**src/rtl/wdt_pkg.sv**
```systemverilog
// Purpose: shared constants of the windowed watchdog
// Assumes: registers sit on a 28-bit byte address space, 32-bit data
// Notes: offsets are byte addresses, all word aligned
package wdt_pkg;
  // register bus
  localparam int ADDR_W = 28;
  localparam int DATA_W = 32;
  localparam logic [ADDR_W-1:0] OFF_RESTART_CTRL = 28'hffffe40;
  localparam logic [ADDR_W-1:0] OFF_MODE_CONFIG = 28'hffffe44;
  localparam logic [ADDR_W-1:0] OFF_FAULT_STATUS = 28'hffffe48;
  localparam logic [ADDR_W-1:0] OFF_COUNT_VIEW = 28'hffffe4c;

  // restart control fields
  localparam int KEY_LSB = 24;
  localparam int KEY_W = 8;
  localparam logic [KEY_W-1:0] RESTART_KEY = 8'ha5;
  localparam int RESTART_BIT = 0;

  // mode config fields
  localparam int CNT_W = 12;
  localparam int RELOAD_LSB = 0;
  localparam int IRQ_EN_BIT = 12;
  localparam int RST_EN_BIT = 13;
  localparam int PROC_SEL_BIT = 14;
  localparam int OFF_BIT = 15;
  localparam int WINDOW_LSB = 16;
  localparam int DBG_HALT_BIT = 28;
  localparam int IDLE_HALT_BIT = 29;
  localparam logic [DATA_W-1:0] MODE_RESET = 32'h3fff2fff;
  localparam logic [DATA_W-1:0] MODE_MASK = 32'h3fffffff;

  // fault status fields
  localparam int UNF_BIT = 0;
  localparam int ERR_BIT = 1;

  // count view fields
  localparam int LOCK_BIT = 31;

  // counter constants
  localparam logic [CNT_W-1:0] CNT_ZERO = 12'h000;
  localparam logic [CNT_W-1:0] CNT_ONE = 12'h001;
  localparam int PRESCALE_DIV = 128;
endpackage

```
**src/rtl/wdt_core.sv**
```systemverilog
// Purpose: key-protected windowed watchdog with write-once mode register
// Assumes: slow_tick, cpu_debug and cpu_idle are synchronous to mclk
// Notes: rst_n stands for the processor reset; all state restarts on it
//
// What this block does
// - restart write only acts when the key byte is 0xa5, otherwise ignored
// - mode register takes only its first write after reset, reads still work
// - reload field gives the value loaded into the 12-bit counter on restart
// - irq enable set lets underflow or window error raise the interrupt
// - reset enable set lets underflow or window error raise a reset request
// - select bit picks processor-only reset at 1, all resets at 0
// - off bit stops the counter at 1, lets it run at 0
// - restart with counter at or below window limit reloads and restarts
// - restart with counter above window limit is an error and sets its flag
// - window limit lives in bits 27..16, reload value in bits 11..0
// - debug halt bit stops the counter while the processor is in debug
// - idle halt bit stops the counter while the system is idle
// - underflow flag is sticky until the status register is read
// - window error flag is sticky until the status register is read
// - counter steps down once per 128 slow clock ticks
// - valid restart reloads at once and restarts the 128 divider
// - accepted mode write reloads and restarts the counter
// - window error is raised even while the timer is off
module wdt_core #(
  parameter int PRESCALE = wdt_pkg::PRESCALE_DIV
) (
  input wire logic mclk, // system clock, 40 MHz
  input wire logic rst_n, // processor reset, async, active low
  input wire logic slow_tick, // one pulse per slow clock period
  input wire logic cpu_debug, // processor in debug state
  input wire logic cpu_idle, // system in idle state
  input wire logic [wdt_pkg::ADDR_W-1:0] addr, // register byte address
  input wire logic [wdt_pkg::DATA_W-1:0] wr_data, // write data
  input wire logic wr_en, // write strobe
  input wire logic rd_en, // read strobe
  output logic [wdt_pkg::DATA_W-1:0] rd_data, // read data, cycle after strobe
  output logic wdt_irq, // fault interrupt, level
  output logic wdt_fault, // fault toward the reset controller, level
  output logic wdt_proc_only // reset scope: 1 processor only, 0 all
);
  import wdt_pkg::*;

  // stored state
  logic [DATA_W-1:0] mode_reg;
  logic mode_locked;
  logic [CNT_W-1:0] count;
  logic underflow_flag;
  logic window_error_flag;

  // mode fields
  logic [CNT_W-1:0] counter_reload_value;
  logic [CNT_W-1:0] restart_window_limit;
  logic fault_irq_en;
  logic fault_reset_en;
  logic proc_only_reset_sel;
  logic timer_off;
  logic debug_halt_sel;
  logic idle_halt_sel;

  // decode and control
  logic hit_cr;
  logic hit_mr;
  logic hit_sr;
  logic hit_cv;
  logic mode_wr;
  logic mode_accept;
  logic key_ok;
  logic restart_cmd;
  logic in_window;
  logic restart_ok;
  logic win_err_ev;
  logic restart_any;
  logic halted;
  logic run;
  logic pre_tick;
  logic at_zero;
  logic unf_ev;
  logic fault_ev;
  logic status_rd;
  logic any_fault;

  // next values
  logic [DATA_W-1:0] next_mode;
  logic [CNT_W-1:0] next_reload;
  logic [CNT_W-1:0] next_count;
  logic next_unf;
  logic next_err;
  logic [DATA_W-1:0] next_rd_data;
  logic [DATA_W-1:0] status_word;
  logic [DATA_W-1:0] view_word;

  // field extraction from the stored mode word
  assign counter_reload_value = mode_reg[RELOAD_LSB +: CNT_W];
  assign restart_window_limit = mode_reg[WINDOW_LSB +: CNT_W];
  assign fault_irq_en = mode_reg[IRQ_EN_BIT];
  assign fault_reset_en = mode_reg[RST_EN_BIT];
  assign proc_only_reset_sel = mode_reg[PROC_SEL_BIT];
  assign timer_off = mode_reg[OFF_BIT];
  assign debug_halt_sel = mode_reg[DBG_HALT_BIT];
  assign idle_halt_sel = mode_reg[IDLE_HALT_BIT];

  // address decode
  assign hit_cr = (addr == OFF_RESTART_CTRL);
  assign hit_mr = (addr == OFF_MODE_CONFIG);
  assign hit_sr = (addr == OFF_FAULT_STATUS);
  assign hit_cv = (addr == OFF_COUNT_VIEW);

  // write-once mode register; later writes fall on the floor
  assign mode_wr = wr_en && hit_mr;
  assign mode_accept = mode_wr && !mode_locked;
  assign next_mode = mode_accept ? (wr_data & MODE_MASK) : mode_reg;

  // a wrong key aborts the whole write, not just the restart bit
  assign key_ok = (wr_data[KEY_LSB +: KEY_W] == RESTART_KEY);
  assign restart_cmd = wr_en && hit_cr && key_ok && wr_data[RESTART_BIT];

  // window check runs regardless of the off bit
  assign in_window = (count <= restart_window_limit);
  assign restart_ok = restart_cmd && in_window;
  assign win_err_ev = restart_cmd && !in_window;

  // both a valid restart and an accepted mode write restart counter and divider
  assign restart_any = mode_accept || restart_ok;

  // halting only freezes the counter, the divider keeps counting slow ticks
  assign halted = (debug_halt_sel && cpu_debug) || (idle_halt_sel && cpu_idle);
  assign run = !timer_off && !halted;

  // underflow when a tick finds the counter already at zero
  assign at_zero = (count == CNT_ZERO);
  assign unf_ev = run && pre_tick && at_zero && !restart_any;
  assign fault_ev = unf_ev || win_err_ev;

  // reload value: a fresh mode write loads its own field at once
  assign next_reload = mode_accept ? wr_data[RELOAD_LSB +: CNT_W]
                     : counter_reload_value;

  // counter: restart first, then a divided tick, else hold
  assign next_count = restart_any ? next_reload
                    : (run && pre_tick)
                      ? (at_zero ? counter_reload_value : count - CNT_ONE)
                    : count;

  // sticky flags; a new event in the clearing cycle survives the read
  assign status_rd = rd_en && hit_sr;
  assign next_unf = unf_ev || (underflow_flag && !status_rd);
  assign next_err = win_err_ev || (window_error_flag && !status_rd);
  assign any_fault = next_unf || next_err;

  // read words; reserved bits read zero
  assign status_word = {30'h0, window_error_flag, underflow_flag};
  assign view_word = {mode_locked, 19'h0, count};
  assign next_rd_data = !rd_en ? 32'h0
                      : hit_mr ? mode_reg
                      : hit_sr ? status_word
                      : hit_cv ? view_word
                      : 32'h0;

  // divide-by-128 prescaler, restarted with the counter
  wdt_prescaler #(
    .DIV(PRESCALE)
  ) u_prescaler (
    .mclk(mclk),
    .rst_n(rst_n),
    .restart(restart_any),
    .slow_tick(slow_tick),
    .tick(pre_tick)
  );

  // mode register and its lock
  always_ff @(posedge mclk or negedge rst_n) begin
    if (!rst_n) begin
      mode_reg <= MODE_RESET;
      mode_locked <= 1'b0;
    end else begin
      mode_reg <= next_mode;
      mode_locked <= mode_locked || mode_wr;
    end
  end

  // down counter
  always_ff @(posedge mclk or negedge rst_n) begin
    if (!rst_n) begin
      count <= MODE_RESET[RELOAD_LSB +: CNT_W];
    end else begin
      count <= next_count;
    end
  end

  // status flags
  always_ff @(posedge mclk or negedge rst_n) begin
    if (!rst_n) begin
      underflow_flag <= 1'b0;
      window_error_flag <= 1'b0;
    end else begin
      underflow_flag <= next_unf;
      window_error_flag <= next_err;
    end
  end

  // interrupt and fault lines follow the flags, gated by the enables; scope line copies the select bit
  always_ff @(posedge mclk or negedge rst_n) begin
    if (!rst_n) begin
      wdt_irq <= 1'b0;
      wdt_fault <= 1'b0;
      wdt_proc_only <= 1'b0;
    end else begin
      wdt_irq <= any_fault && fault_irq_en;
      wdt_fault <= any_fault && fault_reset_en;
      wdt_proc_only <= proc_only_reset_sel;
    end
  end

  // read data stands one cycle only
  always_ff @(posedge mclk or negedge rst_n) begin
    if (!rst_n) begin
      rd_data <= 32'h0;
    end else begin
      rd_data <= next_rd_data;
    end
  end

  // a write with the wrong key never restarts anything
  chk_bad_key_ignored: assert property (
    @(posedge mclk) disable iff (!rst_n)
    (wr_en && hit_cr && (wr_data[KEY_LSB +: KEY_W] != RESTART_KEY))
      |=> (window_error_flag == $past(window_error_flag))
          && ((count == $past(count)) || $past(pre_tick))
  ) else $error("restart acted on a wrong key");

  // once locked, the mode word no longer moves
  chk_mode_write_once: assert property (
    @(posedge mclk) disable iff (!rst_n)
    (mode_locked && mode_wr) |=> $stable(mode_reg)
  ) else $error("mode register changed after its first write");

  // restart loads the stored reload field
  chk_restart_reload: assert property (
    @(posedge mclk) disable iff (!rst_n)
    restart_ok |=> (count == $past(counter_reload_value))
  ) else $error("restart did not load the reload value");

  // fault with irq enabled shows on the interrupt next cycle
  chk_irq_raised: assert property (
    @(posedge mclk) disable iff (!rst_n)
    (fault_ev && fault_irq_en) |=> wdt_irq
  ) else $error("fault did not raise the interrupt");

  // interrupt never without its enable
  chk_irq_gated: assert property (
    @(posedge mclk) disable iff (!rst_n)
    wdt_irq |-> $past(fault_irq_en)
  ) else $error("interrupt raised while disabled");

  // fault line never without the reset enable, and carries the scope
  chk_fault_gated: assert property (
    @(posedge mclk) disable iff (!rst_n)
    wdt_fault |-> $past(fault_reset_en) && (wdt_proc_only == $past(proc_only_reset_sel))
  ) else $error("fault line wrong enable or scope");

  // fault with reset enabled reaches the reset controller
  chk_fault_raised: assert property (
    @(posedge mclk) disable iff (!rst_n)
    (fault_ev && fault_reset_en) |=> wdt_fault
  ) else $error("fault did not reach the reset controller");

  // off bit freezes the counter unless restarted
  chk_off_holds: assert property (
    @(posedge mclk) disable iff (!rst_n)
    (timer_off && !restart_any) |=> $stable(count)
  ) else $error("counter moved while the timer is off");

  // restart above the window limit sets the error flag
  chk_window_error: assert property (
    @(posedge mclk) disable iff (!rst_n)
    (restart_cmd && (count > restart_window_limit)) |=> window_error_flag && $stable(count)
  ) else $error("window violation not flagged");

  // an accepted mode write places its fields and reloads
  chk_mode_fields: assert property (
    @(posedge mclk) disable iff (!rst_n)
    mode_accept |=> (restart_window_limit == $past(wr_data[27:16]))
                    && (count == $past(wr_data[11:0]))
  ) else $error("mode write fields or reload wrong");

  // halts freeze the counter
  chk_halt_holds: assert property (
    @(posedge mclk) disable iff (!rst_n)
    (halted && !restart_any) |=> $stable(count)
  ) else $error("counter moved while halted");

  // the counter only steps on a divided tick
  chk_tick_only: assert property (
    @(posedge mclk) disable iff (!rst_n)
    (!pre_tick && !restart_any) |=> $stable(count)
  ) else $error("counter moved without a divided tick");

  // underflow is caught in the sticky flag
  chk_underflow_flag: assert property (
    @(posedge mclk) disable iff (!rst_n)
    unf_ev |=> underflow_flag ##1 (underflow_flag || $past(status_rd))
  ) else $error("underflow not recorded");

  // a status read with no new event clears both flags and the irq and fault lines
  chk_status_clear: assert property (
    @(posedge mclk) disable iff (!rst_n)
    (status_rd && !fault_ev) |=> !underflow_flag && !window_error_flag && !wdt_irq && !wdt_fault
  ) else $error("status read did not clear the fault state");

  // mode reads return the stored word even once locked
  chk_mode_readback: assert property (
    @(posedge mclk) disable iff (!rst_n)
    (rd_en && hit_mr) |=> (rd_data == $past(mode_reg))
  ) else $error("mode read returned the wrong word");

  // status read shows the flags as they stood before the clear
  chk_status_read: assert property (
    @(posedge mclk) disable iff (!rst_n)
    (rd_en && hit_sr) |=> (rd_data[UNF_BIT] == $past(underflow_flag))
                          && (rd_data[ERR_BIT] == $past(window_error_flag))
  ) else $error("status read returned the wrong flags");

  // a restart inside the window never raises an error
  chk_window_ok: assert property (
    @(posedge mclk) disable iff (!rst_n)
    restart_ok |=> (window_error_flag == $past(window_error_flag))
  ) else $error("restart inside the window flagged an error");

  // a running counter above zero steps down by one on a divided tick
  chk_run_steps: assert property (
    @(posedge mclk) disable iff (!rst_n)
    (run && pre_tick && !restart_any && !at_zero) |=> (count == $past(count) - CNT_ONE)
  ) else $error("counter did not step down on a divided tick");

  // a divided tick at zero reloads and records the underflow
  chk_underflow_reload: assert property (
    @(posedge mclk) disable iff (!rst_n)
    (run && pre_tick && at_zero && !restart_any)
      |=> (count == $past(counter_reload_value)) && underflow_flag
  ) else $error("underflow did not reload or flag");

  // with both halt bits clear the processor states never stop the count
  chk_halt_bits_clear: assert property (
    @(posedge mclk) disable iff (!rst_n)
    (!debug_halt_sel && !idle_halt_sel && !timer_off && pre_tick && !restart_any && !at_zero)
      |=> (count == $past(count) - CNT_ONE)
  ) else $error("counter stopped although halts are off");

  // interrupt and fault lines track the flags and their enables
  chk_lines_follow: assert property (
    @(posedge mclk) disable iff (!rst_n)
    (wdt_irq == ((underflow_flag || window_error_flag) && $past(fault_irq_en)))
      && (wdt_fault == ((underflow_flag || window_error_flag) && $past(fault_reset_en)))
  ) else $error("interrupt or fault line out of step with the flags");

  // reset scope line is a registered copy of the select bit
  chk_scope_copy: assert property (
    @(posedge mclk) disable iff (!rst_n)
    wdt_proc_only == $past(proc_only_reset_sel)
  ) else $error("reset scope line does not follow the select bit");
endmodule

```
**src/rtl/wdt_prescaler.sv**
```systemverilog
// Purpose: divides the slow clock tick stream down for the watchdog counter
// Assumes: slow_tick is a one-cycle pulse per slow clock period, on mclk
// Notes: restart clears the phase so a fresh period starts at once
module wdt_prescaler #(
  parameter int DIV = 128
) (
  input wire logic mclk, // system clock
  input wire logic rst_n, // async reset, active low
  input wire logic restart, // clears the divider phase
  input wire logic slow_tick, // one pulse per slow clock period
  output logic tick // one pulse per DIV slow ticks
);
  localparam int CW = $clog2(DIV);
  localparam logic [CW-1:0] LAST = CW'(DIV - 1);
  localparam logic [CW-1:0] STEP = CW'(1);

  logic [CW-1:0] phase;
  logic [CW-1:0] next_phase;
  logic at_last;

  // restart wins over a slow tick in the same cycle
  assign at_last = (phase == LAST);
  assign tick = slow_tick && at_last && !restart;
  assign next_phase = restart ? '0 : slow_tick ? (at_last ? '0 : phase + STEP) : phase;

  // phase register
  always_ff @(posedge mclk or negedge rst_n) begin
    if (!rst_n) begin
      phase <= '0;
    end else begin
      phase <= next_phase;
    end
  end
endmodule

```
**config.mk**
```make
export PLATFORM = sky130hd
export DESIGN_NAME = wdt_core
export DESIGN_NICKNAME = d
export VERILOG_FILES = /design/src/rtl/wdt_pkg.sv /design/src/rtl/wdt_core.sv /design/src/rtl/wdt_prescaler.sv
export SDC_FILE = /design/constraint.sdc
export NUM_CORES = 1
export LEC_CHECK = 0
export ABC_AREA = 0
export ABC_CLOCK_PERIOD_IN_PS = 3700
export BUFFER_PORTS_ARGS = -buffer_cell sky130_fd_sc_hd__buf_4
export CAP_MARGIN = 20
export CORE_UTILIZATION = 30
export DETAILED_ROUTE_END_ITERATION = 10
export SYNTH_ARGS = -nofsm -noshare
export SYNTH_HDL_FRONTEND = slang
export SYNTH_HIERARCHICAL = 1
export SYNTH_SLANG_ARGS = --single-unit
```
**constraint.sdc**
```tcl
create_clock -name mclk -period 3.7 [get_ports mclk]
set_input_delay 0.74 -clock mclk [delete_from_list [all_inputs] [get_ports mclk]]
set_output_delay 0.74 -clock mclk [all_outputs]
set_load 0.05 [all_outputs]
```
Word level (Yosys, flattened, before mapping)

Index checks and enable logic that the tools add are counted.

$add $sub $neg: 2
Order comparisons: 1
Eq/ne operators: 6
Mux-type cells: 11
Reductions and logical operators: 35

Operator list:

| operator                | number |
|---|---|
| $mux W32                | 4 |
| $eq A28 B28 Y1 const B  | 4 |
| $mux W12                | 4 |
| $mux W7                 | 3 |
| $logic_and A1 B1 Y1     | 20 |
| $le A12 B12 Y1          | 1 |
| $logic_not A12 Y1       | 1 |
| $sub A12 B1 Y12 const B | 1 |
| $eq A8 B8 Y1 const B    | 1 |
| $add A7 B1 Y7 const B   | 1 |
| $eq A7 B7 Y1 const B    | 1 |
| $logic_not A1 Y1        | 6 |
| $logic_or A1 B1 Y1      | 6 |
| $reduce_bool A2 Y1      | 2 |

Bits in registers: 87
Bits of input ports: 67
Output and inout bits: 35
Logic and storage cells: 65

Longest topological paths before layout

Gate-level depths: netlist of the first run.

Depth after elaboration: 14
Depth in mapped cells: 17

Hierarchy

Netlist of the first run, hierarchy kept.

Modules (own cells, without submodules):

| module        | times used | cells each | area an instance (µm²) |
|---|---|---|---|
| wdt_core      | 1          | 400        | 3,933.8 |
| wdt_prescaler | 1          | 41         | 386.6 |

Worst setup path after synthesis of the first run

OpenSTA, ideal clock, no wires.

Path kind: in2reg
Start: input port addr[19] (netlist bit)
End: register count[6]
Arrival time: 3.327 ns
Path slack: 0.272 ns
Stages on the path: 14
Buffers on the path: 3
Cells stage by stage: nand4_1 -> or4_4 -> nor3_1 -> nand2_1 -> clkbuf_1 -> nand2_1 -> buf_4 -> nor3_1 -> nor2b_1 -> nand3_1 -> clkbuf_1 -> a21oi_1 -> o221ai_1 -> o221ai_1

Word-level cells in the longest chain between the ends: 10
Elaborated cells between the ends (all ways): 15
Those cells by class: 2 x eq/ne; 2 x mux; 11 x reduce/logical

RTL lines:

| item                              | RTL line            | RTL |
|---|---|---|
| start, declared                   | wdt_core.sv:32      | `input wire logic [wdt_pkg::ADDR_W-1:0] addr,` |
| $eq A28 B28 Y1                    | wdt_core.sv:103     | `assign hit_cr = (addr == OFF_RESTART_CTRL);` |
| $logic_and A1 B1 Y1 (3 in series) | wdt_core.sv:115     | `assign restart_cmd = wr_en && hit_cr && key_ok && wr_data[RESTART_BIT];` |
| $logic_and A1 B1 Y1               | wdt_core.sv:119     | `assign restart_ok = restart_cmd && in_window;` |
| $logic_or A1 B1 Y1 *              | wdt_core.sv:123     | `assign restart_any = mode_accept \|\| restart_ok;` |
| net restart_any                   | wdt_core.sv:72      | `logic restart_any;` |
| $logic_not A1 Y1 *                | wdt_prescaler.sv:23 | `assign tick = slow_tick && at_last && !restart;` |
| $logic_and A1 B1 Y1 *             | wdt_prescaler.sv:23 |  |
| net pre_tick                      | wdt_core.sv:75      | `logic pre_tick;` |
| $logic_and A1 B1 Y1 *             | wdt_core.sv:140     | `: (run && pre_tick)` |
| $reduce_bool A2 Y1 (no line) *    | -                   |  |
| end signal, assigned              | wdt_core.sv:184     | `count <= MODE_RESET[RELOAD_LSB +: CNT_W];` |
| end signal, assigned              | wdt_core.sv:186     | `count <= next_count;` |
| end, declared                     | wdt_core.sv:46      | `logic [CNT_W-1:0] count;` |

The timed path passes the listed nets; every way through them passes the cells marked *.
A chain may end at the register's enable or synchronous reset.

Worst setup path in the final report of the first run

Start: register mode_reg[26]
End: register count[0]

Word-level cells in the longest chain between the ends: 7
Elaborated cells between the ends (all ways): 8
Those cells by class: 1 x order compare; 1 x mux; 6 x reduce/logical

RTL lines:

| item                         | RTL line            | RTL |
|---|---|---|
| start, declared              | wdt_core.sv:44      | `logic [DATA_W-1:0] mode_reg;` |
| start signal, assigned       | wdt_core.sv:176     | `mode_reg <= next_mode;` |
| $le A12 B12 Y1               | wdt_core.sv:118     | `assign in_window = (count <= restart_window_limit);` |
| $logic_and A1 B1 Y1          | wdt_core.sv:119     |  |
| $logic_or A1 B1 Y1           | wdt_core.sv:123     |  |
| net restart_any              | wdt_core.sv:72      |  |
| $logic_not A1 Y1             | wdt_prescaler.sv:23 |  |
| $logic_and A1 B1 Y1          | wdt_prescaler.sv:23 |  |
| net pre_tick                 | wdt_core.sv:75      |  |
| $logic_and A1 B1 Y1          | wdt_core.sv:140     |  |
| $reduce_bool A2 Y1 (no line) | -                   |  |

The timed path passes the listed nets, and every way through them passes these cells.

==> results of run 1 <==
-- per-layer routing --
layer	vias up	global-route usage (%)	wire length [um]
met2	130	25.9	5360
met1	1770	21.3	5210
li1	1778	-	-
met4	0	8.02	188
met5	-	0	0
met3	12	3.09	700
-- critical path, stage by stage, from the launching register on --
cell and delay, ps:
dfstp_2 520, inv_1 50, ha_1 310, nand4_1 170, or2_2 350, a21oi_1 180
o41a_1 200, nand2b_1 140, nand2_1 80, nor3_1 170, nor2b_1 210, and3_1 520
o211ai_1 160, o211a_1 160, o21ai_0 180
-- through the flow --
stage	setup slack [ps]	cell area [um^2]	hold WS, ps	utilization [%]	std cells
5_1_grt	-26.7	5650	269	40.4	727
3_3_place_gp	374	5300	375	37.9	711
3_5_place_dp	259	5300	381	37.9	711
6_report	235	5650	267	40.4	727
2_1_floorplan	272	4320	366	-	441
4_1_cts	239	5650	266	40.4	727
-- layout by cell type (no fill, tap or decap), drive strengths merged, types with 3 or more instances in the layout --
cell type,n
xor2,3
or4,6
nor3,6
nor4b,3
nand2,83
o22ai,3
and2,21
nor2,14
nor4,3
ha,15
buf,112
dfstp,39
nand4,10
o31ai,4
o211ai,4
a21oi,18
o221ai,16
dfrtp,47
a22o,11
o21ai,26
nand3,12
bufinv,3
clkbuf,11
a21o,3
inv,23
nor2b,5
or3,4
mux2i,3
mux2,3
nand2b,3
or2,3
-- cell type report --
cell class,count,area [um^2],share of cell area [%]
sequential,86,2200,38.9
multi-input combinational,310,1940,34.3
timing repair buffer,112,853,15.1
clock buffer,11,243,4.29
tap,180,225,3.98
clock inverter,5,106,1.88
inverter,23,86.3,1.53
-- cells by family (layout without fill, tap and decap cells) --
group / count (synthesis) / count (layout) / share of synthesized area [%]
AO/OA/AOI/OAI: 102 / 102 / 16.5
other: 1 / 1 / 0.0868
flip-flops: 86 / 86 / 50.9
adder cells (fa/ha/maj): 15 / 15 / 4.34
buffers and inverters: 45 / 151 / 4.31
XOR/XNOR: 3 / 3 / 0.608
AND/OR/NAND/NOR: 183 / 183 / 21.7
multiplexers: 6 / 6 / 1.48
-- path summary, 6_finish.rpt --
kind	to	depth (start not counted)	start	slack, ps
worst max-delay path	count[0]	14	mode_reg[26]	230
worst min-delay path	rd_data[11]	1	rst_n	270
worst max register to register	count[0]	14	mode_reg[26]	230
worst min register to register	wdt_proc_only	0	mode_reg[14]	390
max in group asynchronous	mode_reg[17]	2	rst_n	2660
min in group mclk	wdt_proc_only	0	mode_reg[14]	390
-- what timing repair did --
item / in CTS / in global routing
setup buffers: 0 / 0
endpoints found under the setup margin: 0 / 3
resized for setup: 0 / 1
-- where the power goes --
part	total, mW	switching [mW]	internal (mW)	leakage, nW
registers	1.01	0.0367	0.970	1.05
logic	0.179	0.0895	0.0895	1.45
clock network	1.05	0.371	0.679	0.166
total	2.24	0.497	1.74	2.66
==> flow_summary.yaml, run 1 <==
run:
  timing.max_cap.violations: 0
logic_synthesis:
  synthTopCellsByArea: "dfrtp_1 (27%), dfstp_2 (24%), nand2_1 (7.2%)"
  syn_inst: 441
  synth_common_cells: "nand2_1 (83), dfrtp_1 (47), dfstp_2 (39)"
  ys_ff_latch: 86
  synthFlopType: "dfrtp_1"
  postSynth.asyncResetShare_pct: 100
  ys_seq_area_share_pct: 50.9
  synth_area_per_cell_um2: 9.80
  yosysTopAreaCellShare_pct: 27.2
  yosysUniqueCellTypes: 57
  synth-edff-count: 0
  synth_area_leader_cell: "dfrtp_1"
  synth_area_mm2: 0.00432
  synth_nets: 523
  yosysMostFrequentCell: "nand2_1"
  yosys_warnings: 6
final_layout:
  nNetsFinal: 624
  fill_cells: 1384
  largest_register_ffs: 31
  synthToLayoutAreaGrowth_pct: 30.8
  diodes: 0
  layout-drive-gt1-share_pct: 32.9
sta:
  period_needed_ps: 3470
  worst_pin_slew_ps: 874
  max_freq_mhz: 289
  drv_slew: 0
  hold_viol: 0
  max_slew_margin_pct: 41.6
  fin_crit_sh_pct: 93.7
  setup_tns_ps: 0
  final-setup-viol-count: 0
  fin_worst_skew_ps: 6.27
cts:
  clk_pin_slew_ps: 60
  cts_max_path_buffers: 2
  htree_levels: 3
  cts.sinks: 86
  tritoncts.num_buffers: 9
  cts_hold_buf: 0
  insertion_delay_ps: 340
  cts_tree: "done"
  cts_root_buf: "clkbuf_16"
floorplan:
  start_util_pct: 30.9
  die-area_mm2: 0.0149
  core_mm2: 0.0140
  die_height_um: 122
  core.rowCount: 43
  die_w_um: 122
  ios: 102
power_and_ir_drop:
  static-leakage-power_nw: 2.66
  finalPower_mw: 2.24
  ir_drop_v: 0.000209
  power_density_mw_per_mm2: 396
critical_path:
  cp-end-kind: "register"
  crit_fanout: 12
  arrival_ps: 3730
  cp-start-kind: "register"
  criticalPathCategory: "register to register"
  crit_required_ps: 3960
routing:
  ant_nets: 0
  drc: 0
  wl_per_cell_um: 15.8
  viasPerCell: 5.08
  drt-initial-drc-count: 254
  num_vias: 3690
  dr.pass1.iters: 4
  routed_wl_mm: 11.5
placed_design:
  finalWeightedCongestion: 0.836
  dp_hpwl_mm: 8.38
  port_buffers: 100
global_routing:
  grt_pass1_vias: 3677
  grt_pass1_wl_mm: 18.4
  antenna_found_initial: 0
  grt_start_max_net_pins: 39
  grt_use_total_pct: 16.4
  grt_overflow: 0
hold_path:
  hp-class: "input pin to async pin"
outcome:
  outcome: "completed"
Power figures use the tool's default switching activity.
==> run 2, diff against run 1 <==
ABC_CLOCK_PERIOD_IN_PS = 2900   (was 3700)
clock period = 2.9 ns   (was 3.7 ns; I/O delays follow)
==> run 2 against run 1 <==
Against the previous run:
- the flow now finishes with violations (setup timing)
- clock skew about the same
- flip-flop and latch count unchanged
- total power increased by 16%
- highest routed layer unchanged
- first-iteration DRC count decreased by 21%
- sequential share of layout area decreased by 3.0 points
- via count increased by 4.1%
- final cell count increased by 4.5%
- design area increased by 8.2%
- global-route usage increased by 0.95 points
==> flow_summary.yaml, run 2 (synthesis gave the netlist of run 1 again) <==
run:
  timing.max_cap.violations: 0
routing:
  num_vias: 3842
  drt-initial-drc-count: 201
  drc: 0
  routed_wl_mm: 12.4
  viasPerCell: 5.06
  dr.pass1.iters: 4
  wl_per_cell_um: 16.3
  ant_nets: 0
floorplan:
  core.rowCount: 43
  ios: 102
  die-area_mm2: 0.0149
  start_util_pct: 30.9
  die_w_um: 122
  die_height_um: 122
  core_mm2: 0.0140
critical_path:
  crit_chain: "inv_2, ha_4, nand4_1, or2_4, a21oi_2, o41a_1, nand2b_4, nand2_4, nor3_2, nor2b_4, nand3_4, buf_8, a21oi_4, o221ai_2, o221ai_1"
  critical_path.max_stage_delay_ps: 540
  endpoint: "count[8]"
  rrSetupSlack_ps: -40
  timing.rr.end: "count[8]"
  crit_fanout: 8
  r2r_cells: 15
  crit_required_ps: 3160
  arrival_ps: 3190
  cp-start-kind: "register"
  crit_start: "mode_reg[21]"
  criticalPathCategory: "register to register"
  slowest_stage: "dfstp_2"
  r2r_start: "mode_reg[21]"
  cp-end-kind: "register"
placed_design:
  dp_hpwl_mm: 8.85
  dp_slack_ps: -229
  port_buffers: 100
  finalWeightedCongestion: 0.839
power_and_ir_drop:
  power_density_mw_per_mm2: 424
  static-leakage-power_nw: 2.78
  combPwrFrac_pct: 9.3
  switchingPower_mw: 0.652
  swShare_pct: 25.1
  power_frac_clock_pct: 41.2
  ir_drop_v: 0.000261
  finalPower_mw: 2.60
  p_seq_share_pct: 49.5
  p_int_mw: 1.94
global_routing:
  grt_pass1_vias: 3916
  grt_start_max_net_pins: 69
  antenna_found_initial: 0
  grt_pass1_wl_mm: 19.5
  grt_use_total_pct: 17.3
  grt_overflow: 0
sta:
  hold_viol: 0
  fin_crit_sh_pct: 101
  rsz0062_at_grt: "yes"
  max_freq_mhz: 341
  setup_ws_ps: -36.3
  period_needed_ps: 2940
  max_slew_margin_pct: 45.0
  final-setup-viol-count: 2
  drv_slew: 0
  fin_worst_skew_ps: 6.57
  setup_tns_ps: -48.3
  holdWs_ps: 334
  worst_pin_slew_ps: 824
cts:
  htree_levels: 3
  cts_hold_buf: 0
  tritoncts.num_buffers: 9
  cts.sinks: 86
  cts_tree: "done"
  insertion_delay_ps: 340
  cts_root_buf: "clkbuf_16"
  clk_pin_slew_ps: 60
  cts_max_path_buffers: 2
final_layout:
  mostFrequentLayoutCells: "buf_4 (141), nand2_1 (82), dfrtp_1 (47), dfstp_2 (39), and2_1 (21)"
  seq_area_mm2: 0.00220
  diodes: 0
  layout-drive-gt1-share_pct: 43.6
  nNetsFinal: 657
  finalCoreUtilization_pct: 43.7
  multi_input_area_mm2: 0.00220
  synthToLayoutAreaGrowth_pct: 41.6
  fill_cells: 1379
  largest_register_ffs: 31
  final_common_cell: "buf_4"
outcome:
  violations: "setup timing"
  outcome: "finished, violations left"
hold_path:
  hp-class: "input pin to async pin"
[run 2: worst min path at each step]
stage | to | cells past startpoint | from
final | wdt_irq | 1 | rst_n
after global routing | wdt_irq | 1 | rst_n
after CTS | rd_data[24] | 1 | rst_n
after detailed placement | wdt_proc_only | 0 | mode_reg[14]
after global placement | wdt_proc_only | 0 | mode_reg[14]
after floorplan | mode_locked | 0 | rst_n
[run 2: area by class of cell]
class | count | share of cell area (%)
Inverter | 23 | 1.41
Multi-Input combinational cell | 310 | 35.9
Clock inverter | 6 | 0.736
Timing Repair Buffer | 145 | 18.5
Sequential cell | 86 | 36.0
Clock buffer | 10 | 3.74
Tap cell | 180 | 3.68
[run 2: per-layer routing]
metal	routed length (um)	track usage, %
met1	5240	21.1
met2	6100	29.9
met3	788	3.00
met4	237	7.41
met5	0	0
[run 2: what timing repair did]
item                       CTS  global route
gates resized for setup     15            12
setup endpoints to repair   14            16
pin swaps                    9             5
setup buffers                4             1
[run 2: metrics by stage]
stage / instance area [um^2] / std cells
global placement: 5670 / 739
CTS: 6050 / 759
detailed placement: 5670 / 739
floorplan: 4490 / 441
global route: 6120 / 760
finish: 6120 / 760
[run 2: power by group through the flow]
| stage | Clock [mW] | Combinational [mW] | Sequential (mW) |
|---|---|---|---|
| floorplan | 0 | 0.112 | 1.29 |
| global placement | 0 | 0.235 | 1.30 |
| detailed placement | 0 | 0.240 | 1.30 |
| CTS | 1.10 | 0.244 | 1.28 |
| global route | 1.15 | 0.271 | 1.29 |
| finish | 1.07 | 0.242 | 1.28 |
[run 2: critical path: cells and delay by family, from the launching register on]
kind                     cells  cell delay, ps
AND/OR/NAND/NOR              7            1080
AO/OA/AOI/OAI                5             750
flip-flops                   1             540
adder cells (fa/ha/maj)      1             260
buffers and inverters        2             230
